File: config.mk
export PLATFORM = sky130hd
export DESIGN_NAME = rlc_lane_regs
export DESIGN_NICKNAME = d
export VERILOG_FILES = /design/src/hw/rlc_pkg.sv /design/src/hw/rlc_lane_regs.sv /design/src/hw/rlc_detect_seq.sv
export SDC_FILE = /design/constraint.sdc
export NUM_CORES = 1
export LEC_CHECK = 0
export BUFFER_PORTS_ARGS = -buffer_cell sky130_fd_sc_hd__buf_4
export CAP_MARGIN = 20
export CORE_UTILIZATION = 50
export CTS_BUF_LIST = sky130_fd_sc_hd__clkbuf_16
export CTS_CLUSTER_SIZE = 10
export DETAILED_ROUTE_END_ITERATION = 7
export PLACE_DENSITY = 0.71
export SYNTH_ARGS = -nofsm -noshare
export SYNTH_HDL_FRONTEND = slang
export SYNTH_SLANG_ARGS = --single-unit
File: constraint.sdc
create_clock -name mclk -period 3.6 [get_ports mclk]
set_input_delay 0.54 -clock mclk [delete_from_list [all_inputs] [get_ports mclk]]
set_output_delay 0.54 -clock mclk [all_outputs]
set_load 0.02 [all_outputs]
File: src/hw/rlc_pkg.sv
// Package for the lane configuration register slice of a serial repeater.
// Assumes a single 10 MHz clock; all register offsets are byte addresses.
package rlc_pkg;

  // Register offsets on the byte-wide management port
  localparam logic [7:0] OFF_CHA_DEEMPH = 8'h11;
  localparam logic [7:0] OFF_CHA_IDLE = 8'h12;
  localparam logic [7:0] OFF_RSVD_13 = 8'h13;
  localparam logic [7:0] OFF_RSVD_14 = 8'h14;
  localparam logic [7:0] OFF_CHB_DETECT = 8'h15;
  localparam logic [7:0] OFF_CHB_EQ = 8'h16;
  localparam logic [7:0] OFF_CHB_RATE = 8'h17;

  // Values after reset
  localparam logic [7:0] RST_CHA_DEEMPH = 8'h82;
  localparam logic [7:0] RST_CHA_IDLE = 8'h00;
  localparam logic [7:0] RST_CHB_DETECT = 8'h00;
  localparam logic [7:0] RST_CHB_EQ = 8'h2F;
  localparam logic [7:0] RST_CHB_RATE = 8'hED;
  localparam logic [7:0] RD_UNMAPPED = 8'h00;

  // Field positions
  localparam int DEEMPH_LSB = 0;
  localparam int IDLE_DEASSERT_LSB = 0;
  localparam int IDLE_ASSERT_LSB = 2;
  localparam int DETECT_LSB = 2;
  localparam int RATE_SCP_BIT = 7;
  localparam int RATE_GEN12_BIT = 6;

  // Idle level used while the global enable is low (180 mV / 110 mV)
  localparam logic [1:0] IDLE_LEVEL_DEFAULT = 2'h0;

  // Far-end detection timing
  localparam int CLK_HZ = 10000000;
  localparam int DET_INTERVAL_MS = 12;
  localparam int DET_INTERVAL_CYC = (DET_INTERVAL_MS * (CLK_HZ / 1000));
  localparam int DET_CNT_W = 17;
  localparam logic [5:0] DET_MAX_TRIES = 6'h32;

  // Receiver-detect field codes
  typedef enum logic [1:0] {
    DETM_HIZ = 2'h0,
    DETM_AUTO_LIMITED = 2'h1,
    DETM_AUTO_ENDLESS = 2'h2,
    DETM_FORCED = 2'h3
  } rlc_detm_e;

  // Detection sequencer states
  typedef enum logic [2:0] {
    DET_HIZ = 3'h0,
    DET_WAIT = 3'h1,
    DET_FOUND = 3'h2,
    DET_GIVEUP = 3'h3,
    DET_FORCED = 3'h4
  } rlc_det_state_e;

endpackage

File: src/hw/rlc_lane_regs.sv
// Lane configuration register slice of a serial-link repeater.
// Assumes a byte-wide register port from the management bus front end on
// mclk, and a global idle-threshold enable from the global control logic.
`timescale 1ns/1ns
// Behaviour
// - Bits 2:0 at 0x11 pick de-emphasis 0 to -12 dB, reset value 0x82.
// - Bits 3:2 at 0x12 pick the idle assert level, default 00.
// - Bits 1:0 at 0x12 pick the idle deassert level, default 00.
// - Idle levels apply only while global control bit 6 is set.
// - Detect code 00 keeps the input high impedance, 11 forces 50 ohm.
// - Detect code 01 tries every 12 ms, 50 times, then stops.
// - Detect code 10 tries every 12 ms until a receiver is found.
// - Automatic modes keep high impedance until a hit, then 50 ohm.
// - The 8-bit field at 0x16 sets equalizer gain, reset value 0x2F.
// - Bit 7 at 0x17 enables output short protection, reset 0xED.
// - Bit 6 at 0x17 selects first/second or third generation rate.
module rlc_lane_regs #(
  parameter int DET_INTERVAL_CYC = rlc_pkg::DET_INTERVAL_CYC
) (
  input wire logic mclk,
  input wire logic reset_n,
  input wire logic [7:0] reg_addr,
  input wire logic [7:0] reg_wdata,
  input wire logic reg_wr,
  input wire logic reg_rd,
  output logic [7:0] reg_rdata,
  input wire logic idle_threshold_enable,
  input wire logic far_present_pin,
  output logic [2:0] deemphasis_level,
  output logic [1:0] idle_assert_level,
  output logic [1:0] idle_deassert_level,
  output logic [1:0] far_receiver_detect,
  output logic [7:0] equalizer_gain,
  output logic short_protect_en,
  output logic gen12_rate_sel,
  output logic detect_attempt,
  output logic term_50ohm,
  output logic detect_found,
  output logic detect_gave_up
);

  // Write decode, shared by every register
  function automatic logic wr_hit(input logic wr,
                                  input logic [7:0] addr,
                                  input logic [7:0] off);
    wr_hit = wr && (addr == off);
  endfunction

  logic [7:0] deemph_q, deemph_d;
  logic [7:0] idle_q, idle_d;
  logic [7:0] detect_q, detect_d;
  logic [7:0] eq_q, eq_d;
  logic [7:0] rate_q, rate_d;
  logic [7:0] rdata_q, rdata_d;
  logic restart_q, restart_d;

  // Register writes; reserved 0x13/0x14 ignore writes
  always_comb
  begin
    deemph_d = deemph_q;
    idle_d = idle_q;
    detect_d = detect_q;
    eq_d = eq_q;
    rate_d = rate_q;
    if (wr_hit(reg_wr, reg_addr, rlc_pkg::OFF_CHA_DEEMPH))
      deemph_d = reg_wdata;
    if (wr_hit(reg_wr, reg_addr, rlc_pkg::OFF_CHA_IDLE))
      idle_d = reg_wdata;
    if (wr_hit(reg_wr, reg_addr, rlc_pkg::OFF_CHB_DETECT))
      detect_d = reg_wdata;
    if (wr_hit(reg_wr, reg_addr, rlc_pkg::OFF_CHB_EQ))
      eq_d = reg_wdata;
    if (wr_hit(reg_wr, reg_addr, rlc_pkg::OFF_CHB_RATE))
      rate_d = reg_wdata;
    // Any write to the detect register restarts the sequencer
    restart_d = wr_hit(reg_wr, reg_addr, rlc_pkg::OFF_CHB_DETECT);
  end

  // Read mux; data stays until the next read strobe
  always_comb
  begin
    rdata_d = rdata_q;
    if (reg_rd)
    begin
      case (reg_addr)
        rlc_pkg::OFF_CHA_DEEMPH: rdata_d = deemph_q;
        rlc_pkg::OFF_CHA_IDLE: rdata_d = idle_q;
        rlc_pkg::OFF_RSVD_13: rdata_d = rlc_pkg::RD_UNMAPPED;
        rlc_pkg::OFF_RSVD_14: rdata_d = rlc_pkg::RD_UNMAPPED;
        rlc_pkg::OFF_CHB_DETECT: rdata_d = detect_q;
        rlc_pkg::OFF_CHB_EQ: rdata_d = eq_q;
        rlc_pkg::OFF_CHB_RATE: rdata_d = rate_q;
        default: rdata_d = rlc_pkg::RD_UNMAPPED;
      endcase
    end
  end

  // Register storage
  always_ff @(posedge mclk)
  begin
    if (!reset_n)
    begin
      deemph_q <= rlc_pkg::RST_CHA_DEEMPH;
      idle_q <= rlc_pkg::RST_CHA_IDLE;
      detect_q <= rlc_pkg::RST_CHB_DETECT;
      eq_q <= rlc_pkg::RST_CHB_EQ;
      rate_q <= rlc_pkg::RST_CHB_RATE;
      rdata_q <= rlc_pkg::RD_UNMAPPED;
      restart_q <= 1'b0;
    end
    else
    begin
      deemph_q <= deemph_d;
      idle_q <= idle_d;
      detect_q <= detect_d;
      eq_q <= eq_d;
      rate_q <= rate_d;
      rdata_q <= rdata_d;
      restart_q <= restart_d;
    end
  end

  assign reg_rdata = rdata_q;

  // Direct field outputs, taken straight from the flops
  assign deemphasis_level = deemph_q[rlc_pkg::DEEMPH_LSB +: 3];
  assign far_receiver_detect = detect_q[rlc_pkg::DETECT_LSB +: 2];
  assign equalizer_gain = eq_q;
  assign short_protect_en = rate_q[rlc_pkg::RATE_SCP_BIT];
  assign gen12_rate_sel = rate_q[rlc_pkg::RATE_GEN12_BIT];

  // Gated idle levels; the analog side sees defaults until enabled
  logic [1:0] idle_as_q, idle_as_d;
  logic [1:0] idle_de_q, idle_de_d;

  always_comb
  begin
    if (idle_threshold_enable)
    begin
      idle_as_d = idle_q[rlc_pkg::IDLE_ASSERT_LSB +: 2];
      idle_de_d = idle_q[rlc_pkg::IDLE_DEASSERT_LSB +: 2];
    end
    else
    begin
      idle_as_d = rlc_pkg::IDLE_LEVEL_DEFAULT;
      idle_de_d = rlc_pkg::IDLE_LEVEL_DEFAULT;
    end
  end

  always_ff @(posedge mclk)
  begin
    if (!reset_n)
    begin
      idle_as_q <= rlc_pkg::IDLE_LEVEL_DEFAULT;
      idle_de_q <= rlc_pkg::IDLE_LEVEL_DEFAULT;
    end
    else
    begin
      idle_as_q <= idle_as_d;
      idle_de_q <= idle_de_d;
    end
  end

  assign idle_assert_level = idle_as_q;
  assign idle_deassert_level = idle_de_q;

  // Far-end presence comes from the analog detector, not from mclk logic;
  // three flops, and a change only counts once the last two agree
  logic sync1_q, sync2_q, sync3_q;
  logic present_q, present_d;

  always_comb
  begin
    if (sync2_q == sync3_q)
      present_d = sync3_q;
    else
      present_d = present_q;
  end

  always_ff @(posedge mclk)
  begin
    if (!reset_n)
    begin
      sync1_q <= 1'b0;
      sync2_q <= 1'b0;
      sync3_q <= 1'b0;
      present_q <= 1'b0;
    end
    else
    begin
      sync1_q <= far_present_pin;
      sync2_q <= sync1_q;
      sync3_q <= sync2_q;
      present_q <= present_d;
    end
  end

  // Detection sequencer; mode and restart arrive on the same edge
  rlc_detect_seq #(
    .INTERVAL_CYC(DET_INTERVAL_CYC)
  ) u_detect (
    .mclk(mclk),
    .reset_n(reset_n),
    .detect_mode(far_receiver_detect),
    .restart(restart_q),
    .far_present(present_q),
    .attempt(detect_attempt),
    .term_50ohm(term_50ohm),
    .det_found(detect_found),
    .det_gave_up(detect_gave_up)
  );

  // Field outputs follow a write one edge later; idle levels and forced termination two edges later
  deemph_write_a: assert property (
    @(posedge mclk) disable iff (!reset_n)
    reg_wr && reg_addr == 8'h11 |=> deemphasis_level == $past(reg_wdata[2:0]))
    else $error("de-emphasis field did not follow write");

  idle_assert_a: assert property (
    @(posedge mclk) disable iff (!reset_n)
    idle_threshold_enable && reg_wr && reg_addr == 8'h12
    ##1 idle_threshold_enable
    |=> idle_assert_level == $past(reg_wdata[3:2], 2))
    else $error("idle assert level wrong");

  idle_deassert_a: assert property (
    @(posedge mclk) disable iff (!reset_n)
    idle_threshold_enable && reg_wr && reg_addr == 8'h12
    ##1 idle_threshold_enable
    |=> idle_deassert_level == $past(reg_wdata[1:0], 2))
    else $error("idle deassert level wrong");

  idle_gate_a: assert property (
    @(posedge mclk) disable iff (!reset_n)
    !idle_threshold_enable |=> idle_assert_level == 2'h0 &&
    idle_deassert_level == 2'h0)
    else $error("idle levels applied while disabled");

  eq_write_a: assert property (
    @(posedge mclk) disable iff (!reset_n)
    reg_wr && reg_addr == 8'h16 |=> equalizer_gain == $past(reg_wdata))
    else $error("equalizer gain did not follow write");

  scp_write_a: assert property (
    @(posedge mclk) disable iff (!reset_n)
    reg_wr && reg_addr == 8'h17 |=> short_protect_en == $past(reg_wdata[7]))
    else $error("short protect bit did not follow write");

  rate_sel_a: assert property (
    @(posedge mclk) disable iff (!reset_n)
    reg_wr && reg_addr == 8'h17 |=> gen12_rate_sel == $past(reg_wdata[6]))
    else $error("rate select bit did not follow write");

  detect_restart_a: assert property (
    @(posedge mclk) disable iff (!reset_n)
    reg_wr && reg_addr == 8'h15 && reg_wdata[3:2] == 2'h3
    |=> ##1 term_50ohm)
    else $error("forced termination not applied");

  // Values after reset, checked without the reset disable on purpose; then equalizer readback
  deemph_reset_a: assert property (
    @(posedge mclk) !reset_n |=> deemph_q == 8'h82)
    else $error("de-emphasis register not at its reset value");

  eq_reset_a: assert property (
    @(posedge mclk) !reset_n |=> eq_q == 8'h2F)
    else $error("equalizer register not at its reset value");

  rate_reset_a: assert property (
    @(posedge mclk) !reset_n |=> rate_q == 8'hED)
    else $error("rate register not at its reset value");

  eq_readback_a: assert property (
    @(posedge mclk) disable iff (!reset_n)
    reg_rd && reg_addr == 8'h16 |=> reg_rdata == $past(eq_q))
    else $error("equalizer register read back wrong");

  // Sequencer outputs against the mode field; a restart edge is exempt
  forced_hold_a: assert property (
    @(posedge mclk) disable iff (!reset_n)
    far_receiver_detect == 2'h3 && !restart_q |-> term_50ohm)
    else $error("forced termination dropped");

  hiz_hold_a: assert property (
    @(posedge mclk) disable iff (!reset_n)
    far_receiver_detect == 2'h0 && !restart_q
    |-> !term_50ohm && !detect_attempt)
    else $error("high impedance mode probed or terminated");

  gave_up_mode_a: assert property (
    @(posedge mclk) disable iff (!reset_n)
    detect_gave_up && !restart_q |-> far_receiver_detect == 2'h1)
    else $error("gave up outside the limited mode");

  found_term_a: assert property (
    @(posedge mclk) disable iff (!reset_n)
    detect_found && !restart_q
    |-> term_50ohm && (far_receiver_detect == 2'h1 ||
    far_receiver_detect == 2'h2))
    else $error("receiver found without termination");

  auto_hiz_a: assert property (
    @(posedge mclk) disable iff (!reset_n)
    (far_receiver_detect == 2'h1 || far_receiver_detect == 2'h2) &&
    !restart_q && !detect_found |-> !term_50ohm)
    else $error("termination before a receiver was found");

  endless_keep_a: assert property (
    @(posedge mclk) disable iff (!reset_n)
    far_receiver_detect == 2'h2 && !restart_q |-> !detect_gave_up)
    else $error("endless mode stopped trying");

endmodule

File: src/hw/rlc_detect_seq.sv
// Far-end receiver detection sequencer for one channel.
// Assumes restart pulses together with a new mode value, and far_present
// already synchronised to mclk.
`timescale 1ns/1ns
module rlc_detect_seq #(
  parameter int INTERVAL_CYC = rlc_pkg::DET_INTERVAL_CYC
) (
  input wire logic mclk,
  input wire logic reset_n,
  input wire logic [1:0] detect_mode,
  input wire logic restart,
  input wire logic far_present,
  output logic attempt,
  output logic term_50ohm,
  output logic det_found,
  output logic det_gave_up
);

  localparam logic [16:0] LAST = 17'(INTERVAL_CYC - 1);

  rlc_pkg::rlc_det_state_e state_q, state_d;
  logic [16:0] cnt_q, cnt_d;
  logic [5:0] tries_q, tries_d;
  logic attempt_q, attempt_d;
  logic term_q, term_d;
  logic tick;

  // Interval divider doubles as the attempt enable
  assign tick = (state_q == rlc_pkg::DET_WAIT) && (cnt_q == LAST);

  // Next state; a rewrite of the mode field restarts everything
  always_comb
  begin
    state_d = state_q;
    cnt_d = cnt_q;
    tries_d = tries_q;
    attempt_d = 1'b0;
    if (restart)
    begin
      cnt_d = 17'h00000;
      tries_d = 6'h00;
      case (detect_mode)
        rlc_pkg::DETM_HIZ: state_d = rlc_pkg::DET_HIZ;
        rlc_pkg::DETM_AUTO_LIMITED: state_d = rlc_pkg::DET_WAIT;
        rlc_pkg::DETM_AUTO_ENDLESS: state_d = rlc_pkg::DET_WAIT;
        rlc_pkg::DETM_FORCED: state_d = rlc_pkg::DET_FORCED;
        default: state_d = rlc_pkg::DET_HIZ;
      endcase
    end
    else
    begin
      case (state_q)
        rlc_pkg::DET_WAIT:
        begin
          if (tick)
          begin
            attempt_d = 1'b1;
            cnt_d = 17'h00000;
            tries_d = tries_q + 6'h01;
            if (far_present)
              state_d = rlc_pkg::DET_FOUND;
            else if (detect_mode == rlc_pkg::DETM_AUTO_LIMITED &&
                     tries_q == rlc_pkg::DET_MAX_TRIES - 6'h01)
              state_d = rlc_pkg::DET_GIVEUP;
            else
              state_d = rlc_pkg::DET_WAIT;
          end
          else
            cnt_d = cnt_q + 17'h00001;
        end
        default: state_d = state_q;
      endcase
    end
    // Termination only after a hit or when forced
    term_d = (state_d == rlc_pkg::DET_FOUND) ||
             (state_d == rlc_pkg::DET_FORCED);
  end

  // State registers
  always_ff @(posedge mclk)
  begin
    if (!reset_n)
    begin
      state_q <= rlc_pkg::DET_HIZ;
      cnt_q <= 17'h00000;
      tries_q <= 6'h00;
      attempt_q <= 1'b0;
      term_q <= 1'b0;
    end
    else
    begin
      state_q <= state_d;
      cnt_q <= cnt_d;
      tries_q <= tries_d;
      attempt_q <= attempt_d;
      term_q <= term_d;
    end
  end

  assign attempt = attempt_q;
  assign term_50ohm = term_q;
  assign det_found = (state_q == rlc_pkg::DET_FOUND);
  assign det_gave_up = (state_q == rlc_pkg::DET_GIVEUP);

  // Checking helpers: cycles since the last attempt
  logic [16:0] gap_q;
  logic prev_q;
  always_ff @(posedge mclk)
  begin
    if (!reset_n || restart)
    begin
      gap_q <= 17'h00000;
      prev_q <= 1'b0;
    end
    else if (attempt_q)
    begin
      gap_q <= 17'h00001;
      prev_q <= 1'b1;
    end
    else
      gap_q <= gap_q + 17'h00001;
  end

  attempt_gap_a: assert property (
    @(posedge mclk) disable iff (!reset_n)
    attempt_q && prev_q && !restart |-> gap_q == 17'(INTERVAL_CYC))
    else $error("detect attempts not spaced by the interval");

  forced_term_a: assert property (
    @(posedge mclk) disable iff (!reset_n)
    restart && detect_mode == 2'h3 |=> term_q ##1 term_q)
    else $error("forced mode did not give termination");

  hiz_mode_a: assert property (
    @(posedge mclk) disable iff (!reset_n)
    restart && detect_mode == 2'h0 |=> !term_q && !attempt_q)
    else $error("high impedance mode drove termination");

  try_limit_a: assert property (
    @(posedge mclk) disable iff (!reset_n)
    state_q == rlc_pkg::DET_GIVEUP |-> tries_q == 6'h32)
    else $error("gave up at the wrong attempt count");

  stop_trying_a: assert property (
    @(posedge mclk) disable iff (!reset_n)
    state_q == rlc_pkg::DET_GIVEUP && $past(state_q) == rlc_pkg::DET_GIVEUP
    |-> !attempt_q && !term_q)
    else $error("attempt after giving up");

  hit_term_a: assert property (
    @(posedge mclk) disable iff (!reset_n)
    tick && far_present && !restart |=> term_q && attempt_q)
    else $error("detected receiver without termination");

  wait_hiz_a: assert property (
    @(posedge mclk) disable iff (!reset_n)
    state_q == rlc_pkg::DET_WAIT |-> !term_q)
    else $error("termination on before detection");

  endless_retry_a: assert property (
    @(posedge mclk) disable iff (!reset_n)
    state_q == rlc_pkg::DET_WAIT && detect_mode == 2'h2 && !restart
    |=> state_q != rlc_pkg::DET_GIVEUP)
    else $error("endless mode gave up");

endmodule

==> results of run 1 <==
[worst max-delay path by stage]
stage,from,to,slack (ns),depth (start not counted)
2_1_floorplan,reg_addr[5],deemph_q[1],1.41,5
3_3_place_gp,reg_addr[5],equalizer_gain[6],1.03,5
3_5_place_dp,reg_addr[5],idle_q[5],1.02,5
4_1_cts,reg_addr[5],equalizer_gain[7],1.36,5
5_1_grt,reg_addr[5],equalizer_gain[6],1.30,5
6_report,reg_addr[5],equalizer_gain[7],1.38,5
[power by group through the flow]
stage               Clock [mW]  Sequential [mW]  Combinational (mW)
finish                   0.949            0.949              0.0982
global route              1.00            0.949               0.105
global placement             0            0.970              0.0971
floorplan                    0            0.974              0.0508
detailed placement           0            0.970              0.0981
CTS                      0.965            0.949              0.0981
[flip-flops by register name (all words and copies together) (netlist names), 2 cells and up]
| name | cells |
|---|---|
| equalizer_gain | 8 |
| idle_deassert_level | 2 |
| deemph_q | 8 |
| u_detect.tries_q | 6 |
| u_detect.state_q | 3 |
| detect_q | 8 |
| idle_q | 8 |
| reg_rdata | 8 |
| u_detect.cnt_q | 17 |
| idle_assert_level | 2 |
| rate_q | 8 |
[final cells by class]
cell class / instances / area share, %
repair buffers: 55 / 9.07
clock inverters: 7 / 1.81
inverters: 6 / 0.495
multi-input cells: 286 / 43.6
flip-flops and latches: 85 / 37.4
well taps: 99 / 2.72
clock buffers: 9 / 4.95
[layer usage]
layer / vias to the layer above / part of all wire [%] / wire length (um)
li1: 1523 / - / -
met4: 0 / 1.6 / 137
met3: 11 / 3.9 / 344
met1: 1506 / 43 / 3790
met2: 77 / 51 / 4460
met5: - / 0 / 0
[kinds of logic after synthesis]
group,count (synthesis)
and+or+nand+nor,146
DFF,85
AOI/OAI and AO/OA,68
muxes,58
buffers and inverters,30
xor gates and xnor gates,9
adders and majority gates,5
[stage by stage]
stage	utilization, %	hold slack [ns]	instance area [um2]	total power [mW]
floorplan	-	0.412	3820	1.03
global placement	57.9	0.415	4250	1.07
detailed placement	57.9	0.424	4250	1.07
CTS	62.1	0.411	4550	2.01
global route	62.1	0.414	4550	2.05
finish	62.1	0.415	4550	2.00
[cell usage after synthesis, types with 4 or more instances]
library cell / n
or3_1: 7
and3_1: 9
dfxtp_1: 85
and4_1: 4
nor2_1: 41
nand2b_1: 8
nand3b_1: 5
o21ai_0: 19
nand3_1: 5
a22oi_1: 7
and2_1: 6
nand2_1: 30
clkbuf_1: 15
a21oi_1: 22
buf_4: 5
inv_1: 6
nor4_4: 4
xor2_1: 7
mux2i_1: 58
o22ai_1: 7
nand4_1: 10
ha_1: 5
==> flow_metrics.py, run 1 <==
metrics = {
    "status": {
        "outcome": "completed",
    },
    "synth": {
        "synth_fa_ha_area_share_pct": 1.64,
        "synth_area_leader_cell": "dfxtp_1",
        "synth_top_family_by_area": "simple AND/OR/NAND/NOR gates",
        "syn_avg_cell_area_um2": 9.53,
        "synth_area_um2": 3820,
        "synth_cell_types": 47,
        "syn-instance-count": 401,
        "async_reset_ff_share_pct": 0,
        "ys.flop_type": "dfxtp_1",
        "synth-xor-area-share_pct": 2.06,
        "netlist_top_cells_area": "dfxtp_1 (45%), mux2i_1 (15%), nor2_1 (4.0%), nand2_1 (2.9%), a21oi_1 (2.9%)",
        "yosys.area_share.simple_pct": 22.2,
        "muxShareOfSynthArea_pct": 15.2,
        "syn-num-nets": 428,
        "synth_edf_count": 0,
        "yosys_warnings": 0,
        "synth_top_area_share_pct": 44.5,
        "synth_compound_area_share_pct": 10.7,
        "synth-seq-cells": 85,
        "ys_seq_area_share_pct": 44.5,
    },
    "min_path": {
        "worst_hold_path.num_cells": 2,
        "hold_end": "sync1_q",
        "hp-start": "far_present_pin",
        "hold_path_class": "primary input to flop",
    },
    "layout": {
        "final_common_cell": "dfxtp_1",
        "drive_gt1_share_pct": 17.2,
        "antenna_cells": 0,
        "final_cell_count_no_fill": 547,
        "syn2layout_area_growth_pct": 19.2,
        "final_nets": 470,
        "multi_input_area_um2": 1980,
        "layout_common_cells": "dfxtp_1 (85), mux2i_1 (58), buf_4 (55), nor2_1 (41), nand2_1 (30)",
        "n_fill_cell": 634,
        "area.sequential_um2": 1700,
    },
    "floorplanning": {
        "core.rowCount": 31,
        "start_util_pct": 52.1,
        "core_area_um2": 7330,
        "io_pins": 53,
        "die_area_um2": 8000,
        "die_x_um": 89.4,
        "die_h_um": 89.4,
    },
    "worst_setup_path": {
        "cp-end-kind": "flop",
        "r2r_end": "u_detect.tries_q[3]",
        "critical_path_class": "primary input to flop",
        "rr_startpoint": "u_detect.cnt_q[11]",
        "crit_fanout": 8,
        "slowest_delay_ns": 0.78,
        "cp_slowest_cell": "nor4_4",
        "cp.arrival_ns": 2.39,
        "cp_cell_sequence": "buf_4, or4b_4, nor4_4, mux2i_1, nor2_1",
        "worstPathRequired_ns": 3.78,
        "timing.critical_path.buf_inv": 1,
        "cp-start-kind": "primary input",
        "critical_path.top_delay_family": "simple AND/OR/NAND/NOR gates",
        "reg2reg_slack_ns": 1.63,
        "reg2reg_depth": 4,
    },
    "clock_tree": {
        "cts_tree": "yes",
        "holdBufCountCts": 0,
        "clk_path_buf_depth": 2,
        "postCtsResizedCells": 0,
        "clkTransAtPathRegs_ns": 0.06,
        "cts_max_level": 3,
        "numCtsBuffers": 9,
        "cts_root_buf": "clkbuf_16",
        "cts.sinks": 85,
        "worstSkewPairLatency_ns": 0.33,
        "cts_post_setup_buffers_inserted": 0,
    },
    "drt": {
        "drt_iter0_markers": 140,
        "drt_first_pass_iters": 4,
        "dr_total_vias": 3117,
        "wl_um": 8730,
        "drc": 0,
        "wl_per_cell_um": 16.0,
        "via_per_inst": 5.70,
        "ant_nets": 0,
    },
    "global_routing": {
        "grt_util_met3_pct": 5.26,
        "globalRouteTotalUtil_pct": 22.9,
        "grt_pass1_vias": 2861,
        "grtUsageMet2_pct": 42.1,
        "grt_use_met1_pct": 26.2,
        "grt_max_degree": 36,
        "busiest_layer": "met2",
        "grt_pass1_wl_um": 13800,
        "antenna_found_initial": 0,
        "overflow": 0,
    },
    "timing": {
        "fmaxAchievable_mhz": 451,
        "setup-tns-final_ns": 0,
        "hold_viol": 0,
        "rsz0062_at_grt": "false",
        "relSlewSlack_pct": 33.8,
        "drv_slew": 0,
        "tightest_slew_ns": 0.992,
        "final.min_clock_period_ns": 2.22,
        "period_share_pct": 61.6,
        "setup_ws_ns": 1.38,
        "setup_violations": 0,
        "clock-skew-final_ns": 0.00962,
    },
    "place": {
        "gp_congestion": 0.819,
        "place_ws_ns": 1.02,
        "io_buffers": 52,
        "dp.cells": 531,
        "hpwlAfterDp_um": 5960,
    },
    "pwr": {
        "peakVddDrop_mv": 0.310,
        "p_sw_share_pct": 20.8,
        "p_sw_mw": 0.416,
        "share_comb_of_total_power_pct": 4.9,
        "leakagePower_nw": 1.71,
        "power_density_nw_per_um2": 438,
        "clkPwrFrac_pct": 47.5,
        "p_int_mw": 1.58,
        "seq_power_share_pct": 47.6,
    },
    "flow_run": {
        "max_cap_viol_count": 0,
    },
}
Note: power is estimated with default switching activity, not from simulation.
==> run 2, diff against run 1 <==
--- a/config.mk
+++ b/config.mk
@@ -5,13 +5,14 @@
 export SDC_FILE = /design/constraint.sdc
 export NUM_CORES = 1
 export LEC_CHECK = 0
+export ABC_AREA = 1
 export BUFFER_PORTS_ARGS = -buffer_cell sky130_fd_sc_hd__buf_4
 export CAP_MARGIN = 20
 export CORE_UTILIZATION = 50
 export CTS_BUF_LIST = sky130_fd_sc_hd__clkbuf_16
 export CTS_CLUSTER_SIZE = 10
 export DETAILED_ROUTE_END_ITERATION = 7
-export PLACE_DENSITY = 0.71
+export PLACE_DENSITY = 0.74
 export SYNTH_ARGS = -nofsm -noshare
 export SYNTH_HDL_FRONTEND = slang
 export SYNTH_SLANG_ARGS = --single-unit
==> constraint.sdc (replaced) <==
create_clock -name mclk -period 1.8 [get_ports mclk]
set_input_delay 0.27 -clock mclk [delete_from_list [all_inputs] [get_ports mclk]]
set_output_delay 0.27 -clock mclk [all_outputs]
set_load 0.02 [all_outputs]
==> run 2 against run 1 <==
Combinational power rose by 97%. Register-to-register slack got worse by 1.4 ns. Sequential share of layout area fell by 0.84 points. Critical path depth rose by 3. Highest routed layer unchanged.
==> flow_metrics.py, run 2 <==
metrics = {
    "status": {
        "outcome": "completed",
    },
    "clock_tree": {
        "worstSkewPairLatency_ns": 0.33,
        "numCtsBuffers": 9,
        "clkTransAtPathRegs_ns": 0.06,
        "cts_post_setup_buffers_inserted": 0,
        "cts_root_buf": "clkbuf_16",
        "cts.sinks": 85,
        "cts_tree": "yes",
        "clk_path_buf_depth": 2,
        "cts_max_level": 3,
        "holdBufCountCts": 0,
        "postCtsResizedCells": 0,
    },
    "layout": {
        "syn2layout_area_growth_pct": 20.3,
        "layout_common_cells": "nand2_1 (88), dfxtp_1 (85), inv_1 (77), buf_4 (62), o21ai_0 (58)",
        "top_register": "u_detect.cnt_q",
        "antenna_cells": 0,
        "final_nets": 610,
        "multi_input_area_um2": 1760,
        "area.sequential_um2": 1700,
        "drive_gt1_share_pct": 16.8,
        "n_fill_cell": 686,
        "final_common_cell": "nand2_1",
        "largest_reg_flops": 17,
    },
    "place": {
        "io_buffers": 52,
        "place_ws_ns": 0.160,
        "hpwlAfterDp_um": 6530,
        "gp_congestion": 0.887,
    },
    "worst_setup_path": {
        "reg2reg_depth": 8,
        "r2r_end": "u_detect.cnt_q[16]",
        "cp.arrival_ns": 1.79,
        "slowest_delay_ns": 0.38,
        "critical_path.top_delay_family": "simple AND/OR/NAND/NOR gates",
        "critical_path_class": "flop to flop",
        "worstPathRequired_ns": 2.02,
        "cp-start-kind": "flop",
        "crit_fanout": 9,
        "reg2reg_slack_ns": 0.24,
        "timing.critical_path.buf_inv": 1,
        "cp_slowest_cell": "dfxtp_1",
        "rr_startpoint": "u_detect.cnt_q[0]",
        "cp-end-kind": "flop",
        "cp_cell_sequence": "ha_1, nand3_2, nor2_4, nand2_1, o21ai_2, inv_2, o21ai_0, nor2_1",
    },
    "global_routing": {
        "grt_max_degree": 46,
        "grtUsageMet2_pct": 36.6,
        "globalRouteTotalUtil_pct": 23.2,
        "grt_pass1_wl_um": 15200,
        "busiest_layer": "met2",
        "overflow": 0,
        "grt_pass1_vias": 3354,
        "grt_use_met1_pct": 31.7,
        "grt_util_met3_pct": 3.81,
        "antenna_found_initial": 0,
    },
    "synth": {
        "synthTopCellsByCount": "nand2_1 (88), dfxtp_1 (85), inv_1 (77)",
        "synth.most_common_cell": "nand2_1",
        "netlist_top_cells_area": "dfxtp_1 (44%), nand2_1 (8.5%), o21ai_0 (7.5%), inv_1 (7.5%), a21oi_1 (7.2%)",
        "syn-instance-count": 528,
        "synth_area_leader_cell": "dfxtp_1",
        "muxShareOfSynthArea_pct": 0,
        "synth-seq-cells": 85,
        "synth_area_um2": 3870,
        "synth_edf_count": 0,
        "synth-xor-area-share_pct": 1.36,
        "ys.flop_type": "dfxtp_1",
        "async_reset_ff_share_pct": 0,
        "syn-num-nets": 555,
        "yosys_warnings": 0,
        "synth_cell_types": 36,
        "yosys.area_share.simple_pct": 26.2,
        "synth_fa_ha_area_share_pct": 1.62,
        "ys_seq_area_share_pct": 44.0,
        "synth_compound_area_share_pct": 16.1,
        "synth_top_family_by_area": "simple AND/OR/NAND/NOR gates",
        "syn_avg_cell_area_um2": 7.33,
        "synth_top_area_share_pct": 44.0,
    },
    "drt": {
        "dr_total_vias": 3574,
        "ant_nets": 0,
        "wl_per_cell_um": 12.8,
        "via_per_inst": 5.20,
        "wl_um": 8810,
        "drt_first_pass_iters": 4,
        "drc": 0,
        "drt_iter0_markers": 154,
    },
    "timing": {
        "rsz0062_at_grt": "false",
        "fmaxAchievable_mhz": 641,
        "hold_viol": 0,
        "setup_violations": 0,
        "clock-skew-final_ns": 0.00489,
        "drv_slew": 0,
        "tightest_slew_ns": 0.398,
        "setup_ws_ns": 0.239,
        "relSlewSlack_pct": 73.5,
        "setup-tns-final_ns": 0,
        "period_share_pct": 86.7,
        "final.min_clock_period_ns": 1.56,
    },
    "flow_run": {
        "max_cap_viol_count": 0,
    },
    "pwr": {
        "p_int_mw": 3.05,
        "share_comb_of_total_power_pct": 4.9,
        "leakagePower_nw": 2.03,
        "clkPwrFrac_pct": 46.8,
        "p_sw_mw": 0.892,
        "peakVddDrop_mv": 0.481,
        "seq_power_share_pct": 48.3,
        "p_total_mw": 3.94,
        "p_sw_share_pct": 22.7,
        "power_density_nw_per_um2": 845,
    },
    "min_path": {
        "hold_end": "sync1_q",
        "worst_hold_path.num_cells": 3,
        "hold_path_class": "primary input to flop",
        "hp-start": "far_present_pin",
    },
    "floorplanning": {
        "core.rowCount": 31,
        "die_area_um2": 8100,
        "die_x_um": 90.0,
        "io_pins": 53,
        "core_area_um2": 7370,
        "die_h_um": 90.0,
        "start_util_pct": 52.5,
    },
}
## run 2: cell count changes after synthesis, sizes merged, moves of 7 or more
cell | previous run | this run
nor3 | 3 | 15
nand2 | 30 | 92
o21ai | 19 | 61
a22oi | 7 | 0
a21oi | 22 | 56
nand2b | 8 | 0
and3 | 9 | 0
nand3 | 5 | 37
nor4 | 7 | 0
mux2i | 58 | 0
clkbuf | 15 | 5
inv | 6 | 80
or3 | 7 | 0
nor2 | 41 | 55
## run 2: power groups by stage
| stage | sequential [mW] | clock [mW] | combinational (mW) |
|---|---|---|---|
| floorplan | 1.95 | 0 | 0.0858 |
| global placement | 1.94 | 0 | 0.191 |
| detailed placement | 1.94 | 0 | 0.193 |
| CTS | 1.90 | 1.87 | 0.194 |
| global route | 1.90 | 1.96 | 0.214 |
| finish | 1.90 | 1.84 | 0.193 |
## run 2: tightest hold or removal path: stages
cell	delay, ns
buf_4	0.08
nand2_1	0.04
inv_1	0.04
## run 2: area by class of cell
type	instances	share of cell area, %
clock buffer	9	4.83
clock inverter	7	1.58
inverter	81	6.53
multi-input combinational	344	37.9
sequential	85	36.5
tap	99	2.66
timing repair buffer	62	9.99
## run 2: kinds of logic after synthesis
family / after synthesis
compound gates: 121
xor+xnor: 6
fa+ha+maj: 5
buf+inv: 99
flops: 85
simple gates: 212
## run 2: worst max-delay path by stage
stage / startpoint / slack, ns / to / cells after the start
floorplan: u_detect.cnt_q[0] / 0.28 / u_detect.cnt_q[16] / 8
global placement: reg_addr[5] / 0.23 / equalizer_gain[7] / 9
detailed placement: u_detect.cnt_q[0] / 0.16 / u_detect.term_50ohm / 10
CTS: u_detect.cnt_q[0] / 0.14 / u_detect.term_50ohm / 10
global route: u_detect.cnt_q[12] / 0.03 / u_detect.term_50ohm / 9
finish: u_detect.cnt_q[0] / 0.24 / u_detect.cnt_q[16] / 8
## run 2: routing by layer
layer | share of wire [%] | up-vias
li1 | - | 1821
met1 | 48 | 1655
met2 | 46 | 85
met3 | 4.5 | 13
met4 | 1.6 | 0
met5 | 0 | -
## run 2: per-stage QoR
| stage | cell area (um2) | util (%) | cells | hold slack [ns] |
|---|---|---|---|---|
| 3_5_place_dp | 4350 | 59.0 | 671 | 0.406 |
| 3_3_place_gp | 4350 | 59.0 | 671 | 0.398 |
| 6_report | 4660 | 63.2 | 687 | 0.117 |
| 5_1_grt | 4660 | 63.2 | 687 | 0.121 |
| 2_1_floorplan | 3870 | - | 528 | 0.368 |
| 4_1_cts | 4650 | 63.1 | 687 | 0.111 |
==> run 3, diff against run 2 <==
--- a/config.mk
+++ b/config.mk
@@ -12,7 +12,8 @@
 export CTS_BUF_LIST = sky130_fd_sc_hd__clkbuf_16
 export CTS_CLUSTER_SIZE = 10
 export DETAILED_ROUTE_END_ITERATION = 7
-export PLACE_DENSITY = 0.74
+export PLACE_DENSITY = 0.71
+export RECOVER_POWER = 50
 export SYNTH_ARGS = -nofsm -noshare
 export SYNTH_HDL_FRONTEND = slang
 export SYNTH_SLANG_ARGS = --single-unit
==> constraint.sdc (replaced) <==
create_clock -name mclk -period 1.5 [get_ports mclk]
set_input_delay 0.225 -clock mclk [delete_from_list [all_inputs] [get_ports mclk]]
set_output_delay 0.225 -clock mclk [all_outputs]
set_load 0.02 [all_outputs]
==> run 3 against run 2 <==
Core utilization grew 3.9 points. Critical path type unchanged. Highest routed layer unchanged. Via count grew 3.2%. Largest power group unchanged. Power grew 21%. First-iteration DRC count grew 28%. Combinational power grew 25%. Setup slack lost 0.17 ns. Non-clock buffer count grew 25. Count of clock-buffer cells in the layout is the same. Clock power grew 21%.
==> flow_metrics.py, run 3 (synthesis gave the netlist of run 2 again) <==
metrics = {
    "clock_tree": {
        "cts_tree": "yes",
        "cts_max_level": 3,
        "clkTransAtPathRegs_ns": 0.06,
        "clk_path_buf_depth": 2,
        "numCtsBuffers": 9,
        "worstSkewPairLatency_ns": 0.33,
        "cts.sinks": 85,
        "cts_root_buf": "clkbuf_16",
    },
    "min_path": {
        "hold_path_class": "primary input to flop",
        "worst_hold_path.num_cells": 3,
        "hp-start": "far_present_pin",
    },
    "worst_setup_path": {
        "reg2reg_depth": 8,
        "startpoint": "u_detect.state_q[2]",
        "cp.arrival_ns": 1.70,
        "rr_startpoint": "u_detect.state_q[2]",
        "worstPathRequired_ns": 1.77,
        "cp-end-kind": "flop",
        "cp-start-kind": "flop",
        "crit_fanout": 6,
        "critical_path_class": "flop to flop",
    },
    "layout": {
        "n_fill_cell": 618,
        "largest_reg_flops": 17,
        "layout_common_cells": "nand2_1 (87), dfxtp_1 (80), buf_4 (78), inv_1 (75), o21ai_0 (56)",
        "antenna_cells": 0,
        "final_nets": 635,
        "top_register": "u_detect.cnt_q",
        "final_common_cell": "nand2_1",
        "drive_gt1_share_pct": 23.0,
        "syn2layout_area_growth_pct": 27.8,
    },
    "timing": {
        "setup-tns-final_ns": 0,
        "hold_viol": 0,
        "clock-skew-final_ns": 0.00528,
        "drv_slew": 0,
        "relSlewSlack_pct": 46.3,
        "setup_violations": 0,
        "tightest_slew_ns": 0.806,
        "fin_hold_ws_ns": 0.0743,
        "rsz0062_at_grt": "true",
        "period_share_pct": 95.4,
        "fmaxAchievable_mhz": 699,
        "final.min_clock_period_ns": 1.43,
    },
    "floorplanning": {
        "io_pins": 53,
        "die_h_um": 90.0,
        "die_x_um": 90.0,
        "die_area_um2": 8100,
        "core_area_um2": 7370,
        "start_util_pct": 52.5,
        "core.rowCount": 31,
    },
    "pwr": {
        "p_total_mw": 4.75,
        "peakVddDrop_mv": 0.674,
        "leakagePower_nw": 2.17,
        "power_density_nw_per_um2": 959,
    },
    "drt": {
        "wl_per_cell_um": 13.5,
        "ant_nets": 0,
        "dr_total_vias": 3688,
        "via_per_inst": 5.18,
        "wl_um": 9630,
        "drt_iter0_markers": 197,
        "drt_first_pass_iters": 5,
        "drc": 0,
    },
    "flow_run": {
        "max_cap_viol_count": 0,
    },
    "place": {
        "gp_congestion": 0.863,
        "io_buffers": 52,
        "hpwlAfterDp_um": 6880,
    },
    "global_routing": {
        "grt_max_degree": 46,
        "grt_pass1_wl_um": 15600,
        "grt_pass1_vias": 3400,
        "antenna_found_initial": 0,
        "globalRouteTotalUtil_pct": 23.9,
        "overflow": 0,
    },
    "status": {
        "outcome": "completed",
    },
}
-- run 3: cell count changes in the layout (fill, tap and decap cells not counted), moves of 3 or more --
cell / before / now
dfxtp_2: 0 / 5
buf_4: 62 / 78
nor2_1: 48 / 43
nor2_2: 3 / 7
clkbuf_1: 0 / 3
dfxtp_1: 85 / 80
-- run 3: area by class of cell --
cell class	instances	area, um2	area share (%)
Tap cell	99	124	2.50
Clock inverter	7	73.8	1.49
Multi-Input combinational cell	344	1840	37.1
Inverter	81	310	6.27
Clock buffer	9	225	4.55
Sequential cell	85	1710	34.5
Timing Repair Buffer	87	672	13.6
-- run 3: final timing paths --
check                        end  slack [ns]
max          u_detect.term_50ohm        0.07
min                      sync1_q        0.07
max reg2reg  u_detect.term_50ohm        0.07
min reg2reg              sync2_q        0.41
-- run 3: critical path, cell delays in order (launching register included) --
cell and delay (ns):
dfxtp_2 0.33, inv_2 0.09, nand3_4 0.17, nor2_4 0.17
buf_6 0.12, nand4_1 0.14, a21oi_2 0.19, nand2_1 0.07
nor2_1 0.08
-- run 3: routing by layer --
layer	part of all wire [%]	up-vias	track usage (%)
li1	-	1867	-
met3	4.9	19	5.08
met1	46	1696	30.7
met2	47	106	39.6
met5	0	-	0
met4	2.2	0	8.74
-- run 3: stage by stage --
stage	setup slack, ns	utilization (%)	instances	cell area, um2
6_report	0.0696	67.1	712	4950
5_1_grt	-0.0341	67.1	712	4950
4_1_cts	0.000858	66.0	708	4870
3_5_place_dp	-0.101	61.6	692	4540
3_3_place_gp	-0.0781	61.6	692	4540
2_1_floorplan	0.00547	-	528	3880
-- run 3: timing repair --
action                                  in CTS  in global routing
hold buffers                                 0                  0
gates cloned                                 0                  0
resized for setup                            8                 23
hold endpoints to repair                     0                  0
setup buffers                                0                  4
pin swaps                                    1                  7
endpoints found under the setup margin       8                 17
-- run 3: report_power, final --
group | internal, mW | switching, mW
Clock | 1.30 | 0.923
Combinational | 0.0939 | 0.148
Sequential | 2.27 | 0.0113
